## src/io_instr_pkg.sv

```systemverilog
// Constants, encodings and register map for the I/O channel instruction control block
package io_instr_pkg;

    // Word and field widths
    localparam int unsigned WORD_W   = 30;
    localparam int unsigned ADDR_W   = 17;
    localparam int unsigned TGT_W    = 15;
    localparam int unsigned CHAN_W   = 5;
    localparam int unsigned OP_W     = 6;
    localparam int unsigned DESIG_W  = 6;

    // Designator field: condition designator in the upper four bits, operand mode in the low two
    localparam int unsigned J_LSB    = 2;
    localparam int unsigned J_W      = 4;
    localparam int unsigned K_W      = 2;

    // Operand-mode designator values
    localparam logic [1:0] K_ADDR    = 2'h0;
    localparam logic [1:0] K_LOWER   = 2'h1;
    localparam logic [1:0] K_UPPER   = 2'h2;
    localparam logic [1:0] K_FULL    = 2'h3;

    // Primary opcodes (octal 13, 17, 62, 63, 66, 74, 77) and the 77-group sub-code 73
    localparam logic [5:0] OP_SEND_FUNC    = 6'h0b;
    localparam logic [5:0] OP_STORE_STATUS = 6'h0f;
    localparam logic [5:0] OP_JUMP_IN      = 6'h32;
    localparam logic [5:0] OP_JUMP_OUT     = 6'h33;
    localparam logic [5:0] OP_TERM_IN      = 6'h36;
    localparam logic [5:0] OP_OUTBUF_NOMON = 6'h3c;
    localparam logic [5:0] OP_EXTENDED     = 6'h3f;
    localparam logic [5:0] SUB_CHAN_SELECT = 6'h3b;

    // Effective-address bits that steer the console alarm
    localparam int unsigned ALARM_ON_BIT  = 2;
    localparam int unsigned ALARM_OFF_BIT = 3;

    // Upper half of an operand word
    localparam int unsigned UPPER_LSB = 15;

    // Reset values
    localparam logic [4:0] CHAN_SEL_RST = 5'h00;

    // APB register byte offsets
    localparam int unsigned APB_AW        = 12;
    localparam logic [11:0] OFF_IRQ_STATUS = 12'h000;
    localparam logic [11:0] OFF_IRQ_CLEAR  = 12'h004;
    localparam logic [11:0] OFF_IRQ_ENABLE = 12'h008;
    localparam logic [11:0] OFF_INFO       = 12'h00c;
    localparam logic [11:0] OFF_IN_BLOCK   = 12'h010;

    // Event bits of the status, clear and enable registers
    localparam int unsigned EV_W          = 5;
    localparam int unsigned EV_FUNC_SENT  = 0;
    localparam int unsigned EV_STATUS_ST  = 1;
    localparam int unsigned EV_TERM_DONE  = 2;
    localparam int unsigned EV_EXT_INT    = 3;
    localparam int unsigned EV_BAD_DESIG  = 4;

    // Fields of the information register
    localparam int unsigned INFO_ALARM_BIT = 8;
    localparam int unsigned INFO_BUSY_BIT  = 9;

    typedef enum logic [2:0] {
        S_IDLE,
        S_ARB,
        S_MEM,
        S_TERM
    } state_t;

endpackage

```

## src/io_channel_instruction_control.sv

```systemverilog
// Execution of I/O channel instructions with an APB status and interrupt register file
`timescale 1ns/1ps
module io_channel_instruction_control
    import io_instr_pkg::*;
#(
    parameter int unsigned NCHAN = 32
) (
    // Clock and reset
    input  wire logic               clk,
    input  wire logic               reset_n,
    // APB slave
    input  wire logic               psel,
    input  wire logic               penable,
    input  wire logic               pwrite,
    input  wire logic [APB_AW-1:0]  paddr,
    input  wire logic [31:0]        pwdata,
    output logic      [31:0]        prdata,
    output logic                    pready,
    output logic                    pslverr,
    // Interrupt
    output logic                    irq,
    // Instruction sequencer
    input  wire logic               instr_valid,
    input  wire logic [OP_W-1:0]    instr_opcode,
    input  wire logic [DESIG_W-1:0] instr_desig,
    input  wire logic [ADDR_W-1:0]  instr_eaddr,
    input  wire logic [WORD_W-1:0]  instr_operand,
    output logic                    instr_busy,
    output logic                    instr_done,
    output logic                    jump_taken,
    output logic      [TGT_W-1:0]   jump_target,
    // I/O function priority
    output logic                    io_req,
    input  wire logic               io_grant,
    // Main storage write port
    output logic                    mem_wr,
    output logic      [ADDR_W-1:0]  mem_addr,
    output logic      [WORD_W-1:0]  mem_wdata,
    input  wire logic               mem_wr_ack,
    // Channel pins
    output logic      [CHAN_W-1:0]  chan_sel,
    output logic                    func_strobe,
    output logic      [WORD_W-1:0]  func_word,
    input  wire logic               ext_int_pin,
    input  wire logic [WORD_W-1:0]  status_pins,
    input  wire logic [CHAN_W-1:0]  int_chan,
    output logic                    data_ack,
    output logic      [CHAN_W-1:0]  ack_chan,
    // Buffer control
    input  wire logic [NCHAN-1:0]   in_active,
    input  wire logic [NCHAN-1:0]   out_active,
    input  wire logic [NCHAN-1:0]   in_xfer_busy,
    input  wire logic [NCHAN-1:0]   mon_req,
    input  wire logic               in_activate,
    output logic      [NCHAN-1:0]   in_block,
    output logic                    in_term,
    output logic                    mon_irq,
    output logic                    ef_buffer_start,
    output logic                    alarm
);
    typedef struct packed {
        state_t              state;
        logic                is_store;
        logic [CHAN_W-1:0]   chan;
        logic [WORD_W-1:0]   word;
        logic [ADDR_W-1:0]   addr;
        logic                busy;
        logic                done;
        logic                jump_taken;
        logic [TGT_W-1:0]    target;
        logic                io_req;
        logic                mem_wr;
        logic [CHAN_W-1:0]   chan_sel;
        logic                func_strobe;
        logic                ef_start;
        logic                data_ack;
        logic [CHAN_W-1:0]   ack_chan;
        logic                ext_q;
        logic [NCHAN-1:0]    in_block;
        logic                in_term;
        logic                mon_irq;
        logic                alarm;
        logic [EV_W-1:0]     ev;
        logic [EV_W-1:0]     en;
        logic                irq;
        logic                pready;
        logic                pslverr;
        logic [31:0]         prdata;
    } regs_t;

    regs_t q;
    regs_t d;

    logic              ext_int_s;
    logic [WORD_W-1:0] status_s;

    if (NCHAN < 1 || NCHAN > (1 << CHAN_W)) begin : g_bad_nchan
        $error("io_channel_instruction_control: NCHAN must lie in 1..32");
    end

    // Interrupt line and status lines come from the peripheral
    sync_2ff #(.WIDTH(1 + WORD_W)) u_pin_sync (
        .clk     (clk),
        .reset_n (reset_n),
        .d       ({ext_int_pin, status_pins}),
        .q       ({ext_int_s, status_s})
    );

    // Jump target by operand mode
    function automatic logic [TGT_W-1:0] pick_target(
        input logic [K_W-1:0]    k,
        input logic [ADDR_W-1:0] ea,
        input logic [WORD_W-1:0] op
    );
        logic [TGT_W-1:0] t;
        case (k)
            K_ADDR:  t = ea[TGT_W-1:0];
            K_UPPER: t = op[UPPER_LSB +: TGT_W];
            default: t = op[TGT_W-1:0];
        endcase
        return t;
    endfunction

    logic            accept;
    logic [J_W-1:0]  j_f;
    logic [K_W-1:0]  k_f;
    logic [EV_W-1:0] ev_set;
    logic [EV_W-1:0] ev_clr;
    logic [NCHAN-1:0] blk_set;
    logic [NCHAN-1:0] blk_clr;
    logic            apb_acc;

    assign accept  = instr_valid && !q.busy;
    assign j_f     = instr_desig[J_LSB +: J_W];
    assign k_f     = instr_desig[K_W-1:0];
    assign apb_acc = psel && penable && !q.pready;

    always_comb begin
        d             = q;
        ev_set        = '0;
        ev_clr        = '0;
        blk_set       = '0;
        blk_clr       = '0;
        d.done        = 1'b0;
        d.jump_taken  = 1'b0;
        d.func_strobe = 1'b0;
        d.ef_start    = 1'b0;
        d.data_ack    = 1'b0;
        d.in_term     = 1'b0;
        d.pready      = 1'b0;
        d.pslverr     = 1'b0;
        d.ext_q       = ext_int_s;
        if (ext_int_s && !q.ext_q) begin
            ev_set[EV_EXT_INT] = 1'b1;
        end

        case (q.state)
            S_IDLE: begin
                if (accept) begin
                    d.addr     = instr_eaddr;
                    d.chan     = q.chan_sel;
                    d.is_store = 1'b0;
                    if (instr_opcode == OP_SEND_FUNC) begin
                        if (k_f == K_FULL) begin
                            // No output data request is awaited; only priority gates it
                            d.word   = instr_operand;
                            d.io_req = 1'b1;
                            d.state  = S_ARB;
                        end else begin
                            d.done = 1'b1;
                            if (k_f == K_ADDR) begin
                                // A disable request overrides a simultaneous enable
                                if (instr_eaddr[ALARM_OFF_BIT]) begin
                                    d.alarm = 1'b0;
                                end else if (instr_eaddr[ALARM_ON_BIT]) begin
                                    d.alarm = 1'b1;
                                end
                            end
                        end
                        if (j_f != '0) begin
                            ev_set[EV_BAD_DESIG] = 1'b1;
                        end
                    end else if (instr_opcode == OP_STORE_STATUS) begin
                        if (k_f == K_FULL) begin
                            d.is_store = 1'b1;
                            d.chan     = int_chan;
                            d.io_req   = 1'b1;
                            d.state    = S_ARB;
                        end else begin
                            d.done = 1'b1;
                        end
                    end else if (instr_opcode == OP_JUMP_IN) begin
                        d.done       = 1'b1;
                        d.jump_taken = in_active[q.chan_sel];
                        d.target     = pick_target(k_f, instr_eaddr, instr_operand);
                    end else if (instr_opcode == OP_JUMP_OUT) begin
                        d.done       = 1'b1;
                        d.jump_taken = out_active[q.chan_sel];
                        d.target     = pick_target(k_f, instr_eaddr, instr_operand);
                    end else if (instr_opcode == OP_TERM_IN) begin
                        if (instr_desig == '0) begin
                            d.state = S_TERM;
                        end else begin
                            d.done               = 1'b1;
                            ev_set[EV_BAD_DESIG] = 1'b1;
                        end
                    end else if (instr_opcode == OP_OUTBUF_NOMON) begin
                        // Odd condition marks a function buffer; its words carry the strobe
                        d.done     = 1'b1;
                        d.ef_start = j_f[0];
                    end else if (instr_opcode == OP_EXTENDED
                                 && instr_desig == SUB_CHAN_SELECT) begin
                        d.done     = 1'b1;
                        d.chan_sel = instr_operand[CHAN_W-1:0];
                    end else begin
                        d.done = 1'b1;
                    end
                end
            end
            S_ARB: begin
                if (io_grant) begin
                    d.io_req = 1'b0;
                    if (q.is_store) begin
                        d.word   = status_s;
                        d.mem_wr = 1'b1;
                        d.state  = S_MEM;
                    end else begin
                        d.func_strobe        = 1'b1;
                        d.done               = 1'b1;
                        ev_set[EV_FUNC_SENT] = 1'b1;
                        d.state              = S_IDLE;
                    end
                end
            end
            S_MEM: begin
                // The device holds the status word until this acknowledge
                if (mem_wr_ack) begin
                    d.mem_wr             = 1'b0;
                    d.data_ack           = 1'b1;
                    d.ack_chan           = q.chan;
                    d.done               = 1'b1;
                    ev_set[EV_STATUS_ST] = 1'b1;
                    d.state              = S_IDLE;
                end
            end
            S_TERM: begin
                // A word already moving on the channel is allowed to finish first
                if (!in_xfer_busy[q.chan]) begin
                    blk_set[q.chan]      = 1'b1;
                    d.in_term            = 1'b1;
                    d.done               = 1'b1;
                    ev_set[EV_TERM_DONE] = 1'b1;
                    d.state              = S_IDLE;
                end
            end
            default: begin
                d.state = S_IDLE;
            end
        endcase

        // APB slave: one wait state, registered answer
        if (apb_acc) begin
            d.pready = 1'b1;
            d.prdata = '0;
            if (paddr == OFF_IRQ_STATUS) begin
                d.prdata[EV_W-1:0] = q.ev;
                d.pslverr          = pwrite;
            end else if (paddr == OFF_IRQ_CLEAR) begin
                if (pwrite) begin
                    ev_clr = pwdata[EV_W-1:0];
                end
            end else if (paddr == OFF_IRQ_ENABLE) begin
                if (pwrite) begin
                    d.en = pwdata[EV_W-1:0];
                end else begin
                    d.prdata[EV_W-1:0] = q.en;
                end
            end else if (paddr == OFF_INFO) begin
                d.prdata[CHAN_W-1:0]    = q.chan_sel;
                d.prdata[INFO_ALARM_BIT] = q.alarm;
                d.prdata[INFO_BUSY_BIT]  = q.busy;
                d.pslverr                = pwrite;
            end else if (paddr == OFF_IN_BLOCK) begin
                if (pwrite) begin
                    blk_clr = pwdata[NCHAN-1:0];
                end else begin
                    d.prdata[NCHAN-1:0] = q.in_block;
                end
            end else begin
                d.pslverr = 1'b1;
            end
        end

        if (in_activate) begin
            blk_clr[q.chan_sel] = 1'b1;
        end
        // New events and new blocks win over a clear in the same cycle
        d.ev       = (q.ev & ~ev_clr) | ev_set;
        d.in_block = (q.in_block & ~blk_clr) | blk_set;
        // A blocked channel, or the one being cut off now, cannot raise monitor
        d.mon_irq  = |(mon_req & ~q.in_block & ~blk_set);
        d.irq      = |(d.ev & d.en);
        d.busy     = (d.state != S_IDLE);
    end

    always_ff @(posedge clk or negedge reset_n) begin
        if (!reset_n) begin
            q          <= '0;
            q.chan_sel <= CHAN_SEL_RST;
        end else begin
            q <= d;
        end
    end

    assign prdata          = q.prdata;
    assign pready          = q.pready;
    assign pslverr         = q.pslverr;
    assign irq             = q.irq;
    assign instr_busy      = q.busy;
    assign instr_done      = q.done;
    assign jump_taken      = q.jump_taken;
    assign jump_target     = q.target;
    assign io_req          = q.io_req;
    assign mem_wr          = q.mem_wr;
    assign mem_addr        = q.addr;
    assign mem_wdata       = q.word;
    assign chan_sel        = q.chan_sel;
    assign func_strobe     = q.func_strobe;
    assign func_word       = q.word;
    assign data_ack        = q.data_ack;
    assign ack_chan        = q.ack_chan;
    assign in_block        = q.in_block;
    assign in_term         = q.in_term;
    assign mon_irq         = q.mon_irq;
    assign ef_buffer_start = q.ef_start;
    assign alarm           = q.alarm;
endmodule

```

## src/sync_2ff.sv

```systemverilog
// Two-stage synchroniser for pin inputs
`timescale 1ns/1ps
module sync_2ff #(
    parameter int unsigned WIDTH = 1
) (
    // Clock and reset
    input  wire logic             clk,
    input  wire logic             reset_n,
    // Asynchronous input and its synchronised copy
    input  wire logic [WIDTH-1:0] d,
    output logic      [WIDTH-1:0] q
);
    typedef struct packed {
        logic [WIDTH-1:0] meta;
        logic [WIDTH-1:0] stable;
    } sync_t;

    sync_t s_q;
    sync_t s_d;

    if (WIDTH < 1) begin : g_bad_width
        $error("sync_2ff: WIDTH must be at least 1");
    end

    // The first stage feeds only the second
    always_comb begin
        s_d        = s_q;
        s_d.meta   = d;
        s_d.stable = s_q.meta;
    end

    always_ff @(posedge clk or negedge reset_n) begin
        if (!reset_n) begin
            s_q <= '0;
        end else begin
            s_q <= s_d;
        end
    end

    assign q = s_q.stable;
endmodule

```

## config.mk

```make
export PLATFORM = sky130hd
export DESIGN_NAME = io_channel_instruction_control
export DESIGN_NICKNAME = d
export VERILOG_FILES = /design/src/io_instr_pkg.sv /design/src/io_channel_instruction_control.sv /design/src/sync_2ff.sv
export SDC_FILE = /design/constraint.sdc
export NUM_CORES = 1
export LEC_CHECK = 0
export ABC_AREA = 1
export ABC_CLOCK_PERIOD_IN_PS = 2100
export BUFFER_PORTS_ARGS = -buffer_cell sky130_fd_sc_hd__buf_2
export CORE_MARGIN = 2
export CORE_UTILIZATION = 30
export DETAILED_ROUTE_END_ITERATION = 10
export PLACE_DENSITY = 0.63
export REMOVE_ABC_BUFFERS = 1
export SYNTH_ARGS = -nofsm -noshare
export SYNTH_HDL_FRONTEND = slang
export SYNTH_SLANG_ARGS = --single-unit
```

## constraint.sdc

```tcl
create_clock -name clk -period 2.1 [get_ports clk]
set_input_delay 0.42 -clock clk [delete_from_list [all_inputs] [get_ports clk]]
set_output_delay 0.42 -clock clk [all_outputs]
set_load 0.01 [all_outputs]
```

==> results of run 1 <==
## sequential cells by signal, indices dropped and copies added, names as in the netlist, 15 cells and up
register / cells
u_pin_sync.q: 31
prdata: 32
q: 20
func_word: 30
mem_addr: 17
jump_target: 15
in_block: 32
u_pin_sync.s_d: 31
## power by group through the flow
stage	logic, mW	clock network [mW]	registers (mW)
after floorplan	0.477	0	5.25
after global placement	1.76	0	5.10
after detailed placement	1.78	0	5.10
after CTS	1.84	5.30	5.04
after global routing	1.99	5.48	5.07
final	1.82	5.19	5.04
## logic make-up after synthesis
logic type	after synthesis	synth area share
simple gates	703	0.244
buf+inv	372	0.169
mux	3	0.00262
other cells	1	0.000302
compound gates	236	0.116
flops	232	0.468
## metal layers
metal  GRT usage  up-vias  part of all wire
met5           0        -            0.0012
met4      0.0796       10             0.036
met3      0.0536       96             0.080
met2       0.405      575              0.49
met1       0.271     5839              0.39
li1            -     5743                 -
## metrics by stage
| stage | setup TNS, ns | area [um^2] | power (mW) | instances |
|---|---|---|---|---|
| 2_1_floorplan | -156.64 | 10900 | 5.73 | 1323 |
| 3_3_place_gp | -3.77 | 14900 | 6.87 | 2423 |
| 3_5_place_dp | -5.41 | 14900 | 6.88 | 2423 |
| 4_1_cts | -0.199 | 16200 | 12.2 | 2506 |
| 5_1_grt | -0.654 | 16300 | 12.5 | 2511 |
| 6_report | -0.166 | 16300 | 12.1 | 2513 |
## repair_timing
action,4_1_cts,5_1_grt
setup buffers,5,2
setup endpoints to repair,3,11
hold buffers,28,0
endpoints found under the hold margin,60,0
pin swaps,3,1
gates cloned,1,0
resized for setup,13,12
## final cells by class
cell class,instances,area [um^2]
antenna,5,12.5
clock buffer,39,791
clock inverter,10,178
fill,4205,24500
inverter,148,559
multi-input combinational,943,4600
sequential,232,5810
tap,532,666
timing repair buffer,604,3700
## path summary, 6_finish.rpt
check | startpoint | end | slack (ns) | depth (start not counted)
worst min register to register | u_pin_sync.s_d[2] | u_pin_sync.q[2] | 0.34 | 0
min in group asynchronous | reset_n | io_req | 0.35 | 2
worst min-delay path | status_pins[27] | u_pin_sync.s_d[27] | 0.03 | 1
max in group asynchronous | reset_n | chan_sel[0] | 1.14 | 3
worst max-delay path | q[161] | mon_irq | -0.12 | 17
worst max register to register | q[161] | mon_irq | -0.12 | 17
## layout by cell type, fill, tap and decap left out, types with 15 or more instances in the layout
| cell | count |
|---|---|
| nor3_1 | 16 |
| dlygate4sd3_1 | 28 |
| nand4_1 | 50 |
| nand2_1 | 378 |
| clkbuf_16 | 27 |
| buf_2 | 454 |
| a21oi_1 | 39 |
| buf_4 | 102 |
| buf_12 | 15 |
| nand3_1 | 63 |
| dfrtp_1 | 228 |
| inv_1 | 138 |
| nor2_1 | 156 |
| o21ai_0 | 74 |
| a31oi_1 | 32 |
| o22ai_1 | 27 |
==> run metrics, run 1 <==
Root Buffer clkbuf_16; Via density 4.88; main flop type after synthesis dfrtp_1; row count 74; clock group share of total power 0.431; CTS tree built; Placer Congestion 0.901; largest cells by area after synthesis dfrtp_1 (47%), nand2_1 (12%), buf_4 (10%); die area 43,000 um^2; register area share after synthesis 0.468; clock-pin slew on the worst setup and hold paths 0.06 ns; first-pass GRT wire length 75,400 um; Worst Tran Pin Value 0.530 ns; DR iter-0 viols 776; # setup viols final 3; status finished, violations left; Initial Util 0.304; Sink Count 232; top-count cell post-synth nand2_1; Tcrit/Tclk final 1.06; CP Data Required Time 2.54 ns; total gr overflow 0; Crit-path slowest cell dfrtp_2; critical path cell sequence buf_12 > nand2_1 > nand2_1 > nand2_1 > nand2_1 > nand2_1 > nand2_2 > nor2_4 > buf_12 > buf_6 > nand4_1 > nand2_2 > nand2_1 > nor2_1 > nand2_1 > nor2_1 > nand2_1; critical path startpoint category register; maximum VDD drop 0.000621 V; final net count 2,232; syn_area_per_cell 8.03 um^2; switching fraction of total power 0.270; share of cells above drive strength 1 0.340; Max stage delay on crit path 0.46 ns; Core Region 40,800 um^2; Comb power frac 0.151; Remaining DRCs 0; RSZ-0062 raised after global routing true; top post-synthesis cells by count nand2_1 (382), dfrtp_1 (232), buf_4 (170), nor2_1 (158), inv_1 (139); Top cell by count, worst path nand2_1; kind of critical path register to register; Routed WL per cell 20.2 um; Final min period 2.22 ns; P_leak 8.74 nW; Placement Setup Slack -0.219 ns; Layout Utilization 0.400; Clock Skew 0.0138 ns; final hold violations 0; internal power 8.80 mW; Via Count 12,300; area of the mapped netlist 12,400 um^2; Max Freq 0.450 GHz; Clk Latency, worst-skew pair 0.56 ns; Worst path top cell family by delay simple AND/OR/NAND/NOR gates; Hold Slack 0.0293 ns; DP HPWL 40,100 um; GR Util All Layers 0.229; largest area contributor in the synthesized netlist dfrtp_1; Final Max Slew Viols 0; post-detailed-route count of antenna-violating nets 0; Hold Path Class primary input to register; maximum clock path buffer count 3; initial antenna violation count 10; synth-to-layout area growth 31.4%; worst-case headroom to the max-slew limit 0.644; final wirelength 50,900 um; Async S/R FF share, synth 1.00; CTS Buf Count 27; switching pwr 3.26 mW; die width 207 um; Worst EP arrival 2.67 ns; Buf/Inv on CP 3; worst setup margin -0.124 ns; Synth top area share 0.468; failing checks negative setup slack; #FFs+latches synth 232; EDFF count, synth 0; number of global-route vias before repair 12,100; worst-path fanout max 13; IO Port Bufs 455; Reg power frac 0.418; Pre-antenna DRT Iters 5; largest net degree at the start of global routing 61; crit end category register; Pwr Density 739 nW/um^2; I/O pin count 456; H-tree lvl count 1; Max-Cap Viols 0; Synth cell types 46; yosys warns 0; height of the die 207 um; Syn Inst Count 1,547
Power figures use the tool's default switching activity.
==> inputs of run 2 (changes only) <==
--- a/config.mk
+++ b/config.mk
@@ -12,7 +12,7 @@
 export CORE_UTILIZATION = 30
 export DETAILED_ROUTE_END_ITERATION = 10
 export PLACE_DENSITY = 0.63
-export REMOVE_ABC_BUFFERS = 1
 export SYNTH_ARGS = -nofsm -noshare
 export SYNTH_HDL_FRONTEND = slang
+export SYNTH_HIERARCHICAL = 1
 export SYNTH_SLANG_ARGS = --single-unit
==> run metrics, run 2 <==
status finished, violations left; failing checks negative setup slack; maximum VDD drop 0.000591 V (-4.8%); Crit-path slowest cell dfrtp_2; critical path startpoint category register; Max Freq 0.443 GHz (-1.6%); R2R Path End mon_irq; largest area contributor in the synthesized netlist dfrtp_1; # setup viols final 1 (-2); H-tree lvl count 1 (unchanged); Synth cell types 44 (-4.3%); IO Port Bufs 455 (unchanged); DP HPWL 37,100 um (-7.5%); CP startpoint q[161]; mux contribution to synthesized area 0.00367 (+0.00105); top-count cell post-synth nand2_1; Pre-antenna DRT Iters 5 (unchanged); Placer Congestion 0.899 (-0.26%); Clock Skew 0.0203 ns (+0.00655 ns); Worst Tran Pin Value 0.648 ns (+0.118 ns); DR iter-0 viols 814 (+4.9%); maximum clock path buffer count 3 (unchanged); most common cell after layout, fill and taps aside buf_2; final hold violations 0 (unchanged); Simple-Gate Fraction of Synth Area 0.242 (-0.00232); Placement Setup Slack -0.527 ns (-0.308 ns); Root Buffer clkbuf_16; register area share after synthesis 0.474 (+0.00611); CTS tree built; worst hold path cell count 3 (+2); worst setup margin -0.160 ns (-0.0354 ns); most frequent cells in the layout buf_2 (454), nand2_1 (376), dfrtp_1 (231); area of the mapped netlist 12,300 um^2 (-1.3%); Core Region 40,600 um^2 (-0.68%); RSZ-0062 raised after global routing true; Max-Cap Viols 0 (unchanged); Post-Syn Nets 1,802; die width 206 um (-0.63%); Final min period 2.26 ns (+0.0354 ns); Final Max Slew Viols 0 (unchanged); Sink Count 232 (unchanged); reg2reg start q[161]; synth-to-layout area growth 31.8%; Post-Synth Adder-Cell Area 0 (unchanged); Top cell by count, worst path nand2_1; Tcrit/Tclk final 1.08 (+0.0169); share of cells above drive strength 1 0.337 (-0.00301); worst-case headroom to the max-slew limit 0.567 (-0.0769); r2r setup slk -0.16 ns (-0.04 ns); Clk Latency, worst-skew pair 0.56 ns (about the same); Max stage delay on crit path 0.47 ns (about the same); Synth Area in Compound Gates 0.114 (-0.00185); Pwr Density 671 nW/um^2 (-9.2%); Syn Inst Count 1,526 (-1.4%); critical path cell sequence buf_6 > buf_12 > nand2_1 > nand2_1 > nand2_1 > nand2_1 > nand2_1 > nand2_2 > nor2_4 > buf_12 > clkbuf_16 > nand4_1 > nand2_1 > nand2_1 > nor2_1 > nand2_1 > nor2_2 > nand2_1; number of global-route vias before repair 11,800 (-1.8%); Buf/Inv on CP 4 (+1); xor/xnor cell area share of the yosys netlist 0 (unchanged); top post-synthesis cells by count nand2_1 (383), dfrtp_1 (232), nor2_1 (188), buf_4 (170), inv_1 (135); P_leak 8.55 nW (-2.2%); largest family of logic cells by synthesized area simple AND/OR/NAND/NOR gates; EDFF count, synth 0 (unchanged); Worst EP arrival 2.69 ns (+0.02 ns); Synth top area share 0.474 (+0.00611); main flop type after synthesis dfrtp_1; die area 42,500 um^2 (-1.3%); final wirelength 47,900 um (-5.7%); largest net degree at the start of global routing 70 (+15%); first-pass GRT wire length 70,300 um (-6.7%); height of the die 206 um (-0.63%); GR Util All Layers 0.219 (-0.00979); worst-path fanout max 7 (-6); CP Data Required Time 2.53 ns (about the same); crit end category register; Initial Util 0.302 (-0.00187); WP depth 18 (+1); syn_area_per_cell 8.03 um^2 (about the same); row count 74 (unchanged); Async S/R FF share, synth 1.00 (unchanged); CTS Buf Count 26 (-3.7%); Routed WL per cell 19.2 um (-5.1%); Hold Slack 0.0679 ns (+0.0386 ns); Worst path top cell family by delay simple AND/OR/NAND/NOR gates; clock-pin slew on the worst setup and hold paths 0.06 ns (about the same); CP endpoint mon_irq; Via Count 12,000 (-2.2%); Via density 4.80 (-1.5%); yosys warns 6 (+6); largest cells by area after synthesis dfrtp_1 (47%), nand2_1 (12%), buf_4 (10%); initial antenna violation count 8 (-2); post-detailed-route count of antenna-violating nets 0 (unchanged); kind of critical path register to register; #FFs+latches synth 232 (unchanged); Remaining DRCs 0 (unchanged); Hold Path Class primary input to register; final net count 2,219 (-0.58%); I/O pin count 456 (unchanged); FF-to-FF path depth 18 (+1); total gr overflow 0 (unchanged)
==> run 2: changes by cell type after synthesis, moves of 8 or more <==
cell,change
a22oi_1,+14
a31oi_1,-11
nand3_1,-39
nand4_1,-8
nand4_2,-10
nor2_1,+30
nor3_1,+21
o211ai_1,+11
o22ai_1,-14
o41ai_1,+10
==> run 2: cell type report <==
| class | instances | area (um^2) |
|---|---|---|
| Tap cell | 532 | 666 |
| Sequential cell | 232 | 5810 |
| Clock buffer | 34 | 711 |
| Multi-Input combinational cell | 935 | 4510 |
| Timing Repair Buffer | 608 | 3750 |
| Antenna cell | 4 | 10.0 |
| Clock inverter | 12 | 173 |
| Fill cell | 4172 | 24400 |
| Inverter | 140 | 532 |
==> run 2: metrics by stage <==
stage	total power, mW	area [um^2]	instances	utilization	setup TNS (ns)
finish	10.8	16200	2497	0.398	-0.160
global route	11.3	16200	2496	0.398	-0.321
CTS	11.0	16000	2488	0.395	-0.183
detailed placement	6.12	14700	2402	0.361	-13.47
global placement	6.11	14700	2402	0.361	-13.07
floorplan	5.52	12300	1526	-	0
==> run 2: kinds of logic (layout without fill, tap and decap cells) <==
logic type | count (synthesis) | in the layout
AOI/OAI and AO/OA | 222 | 222
buffers and inverters | 360 | 794
DFF | 232 | 232
muxes | 4 | 4
other | 1 | 5
and+or+nand+nor | 707 | 708
==> run 2: timing repair <==
| action | in CTS | in global routing |
|---|---|---|
| setup buffers | 4 | 4 |
| hold buffers | 32 | 0 |
| endpoints found under the hold margin | 67 | 0 |
| gates resized for setup | 11 | 14 |
| cloned | 4 | 2 |
| pin swaps | 6 | 23 |
| endpoints found under the setup margin | 29 | 19 |
==> run 2: routing by layer <==
layer  routed length (um)  vias to the layer above  track usage
met3                 3690                      102       0.0440
met1                19000                     5672        0.267
met2                23300                      537        0.383
met5                   72                        -            0
met4                 1870                       10       0.0786
li1                     -                     5676            -
==> run 2: where the power goes <==
group          internal (mW)  total, mW  switching (mW)  leakage (nW)
combinational          0.568       1.31           0.744          5.13
sequential              4.68       4.80           0.124          3.00
clock                   2.77       4.73            1.96         0.426
==> run 2: how the worst min path moves through the flow <==
stage	endpoint	start
floorplan	ack_chan[0]	reset_n
global placement	u_pin_sync/q[28]	u_pin_sync/s_d[28]
detailed placement	u_pin_sync/q[17]	u_pin_sync/s_d[17]
CTS	mem_addr[15]	instr_eaddr[15]
global route	mem_addr[11]	instr_eaddr[11]
finish	mem_addr[9]	instr_eaddr[9]
==> run 2: tightest hold or removal path, cell delays in order <==
cell     delay, ns
buf_2         0.09
nand2_1       0.05
nand2_1       0.04
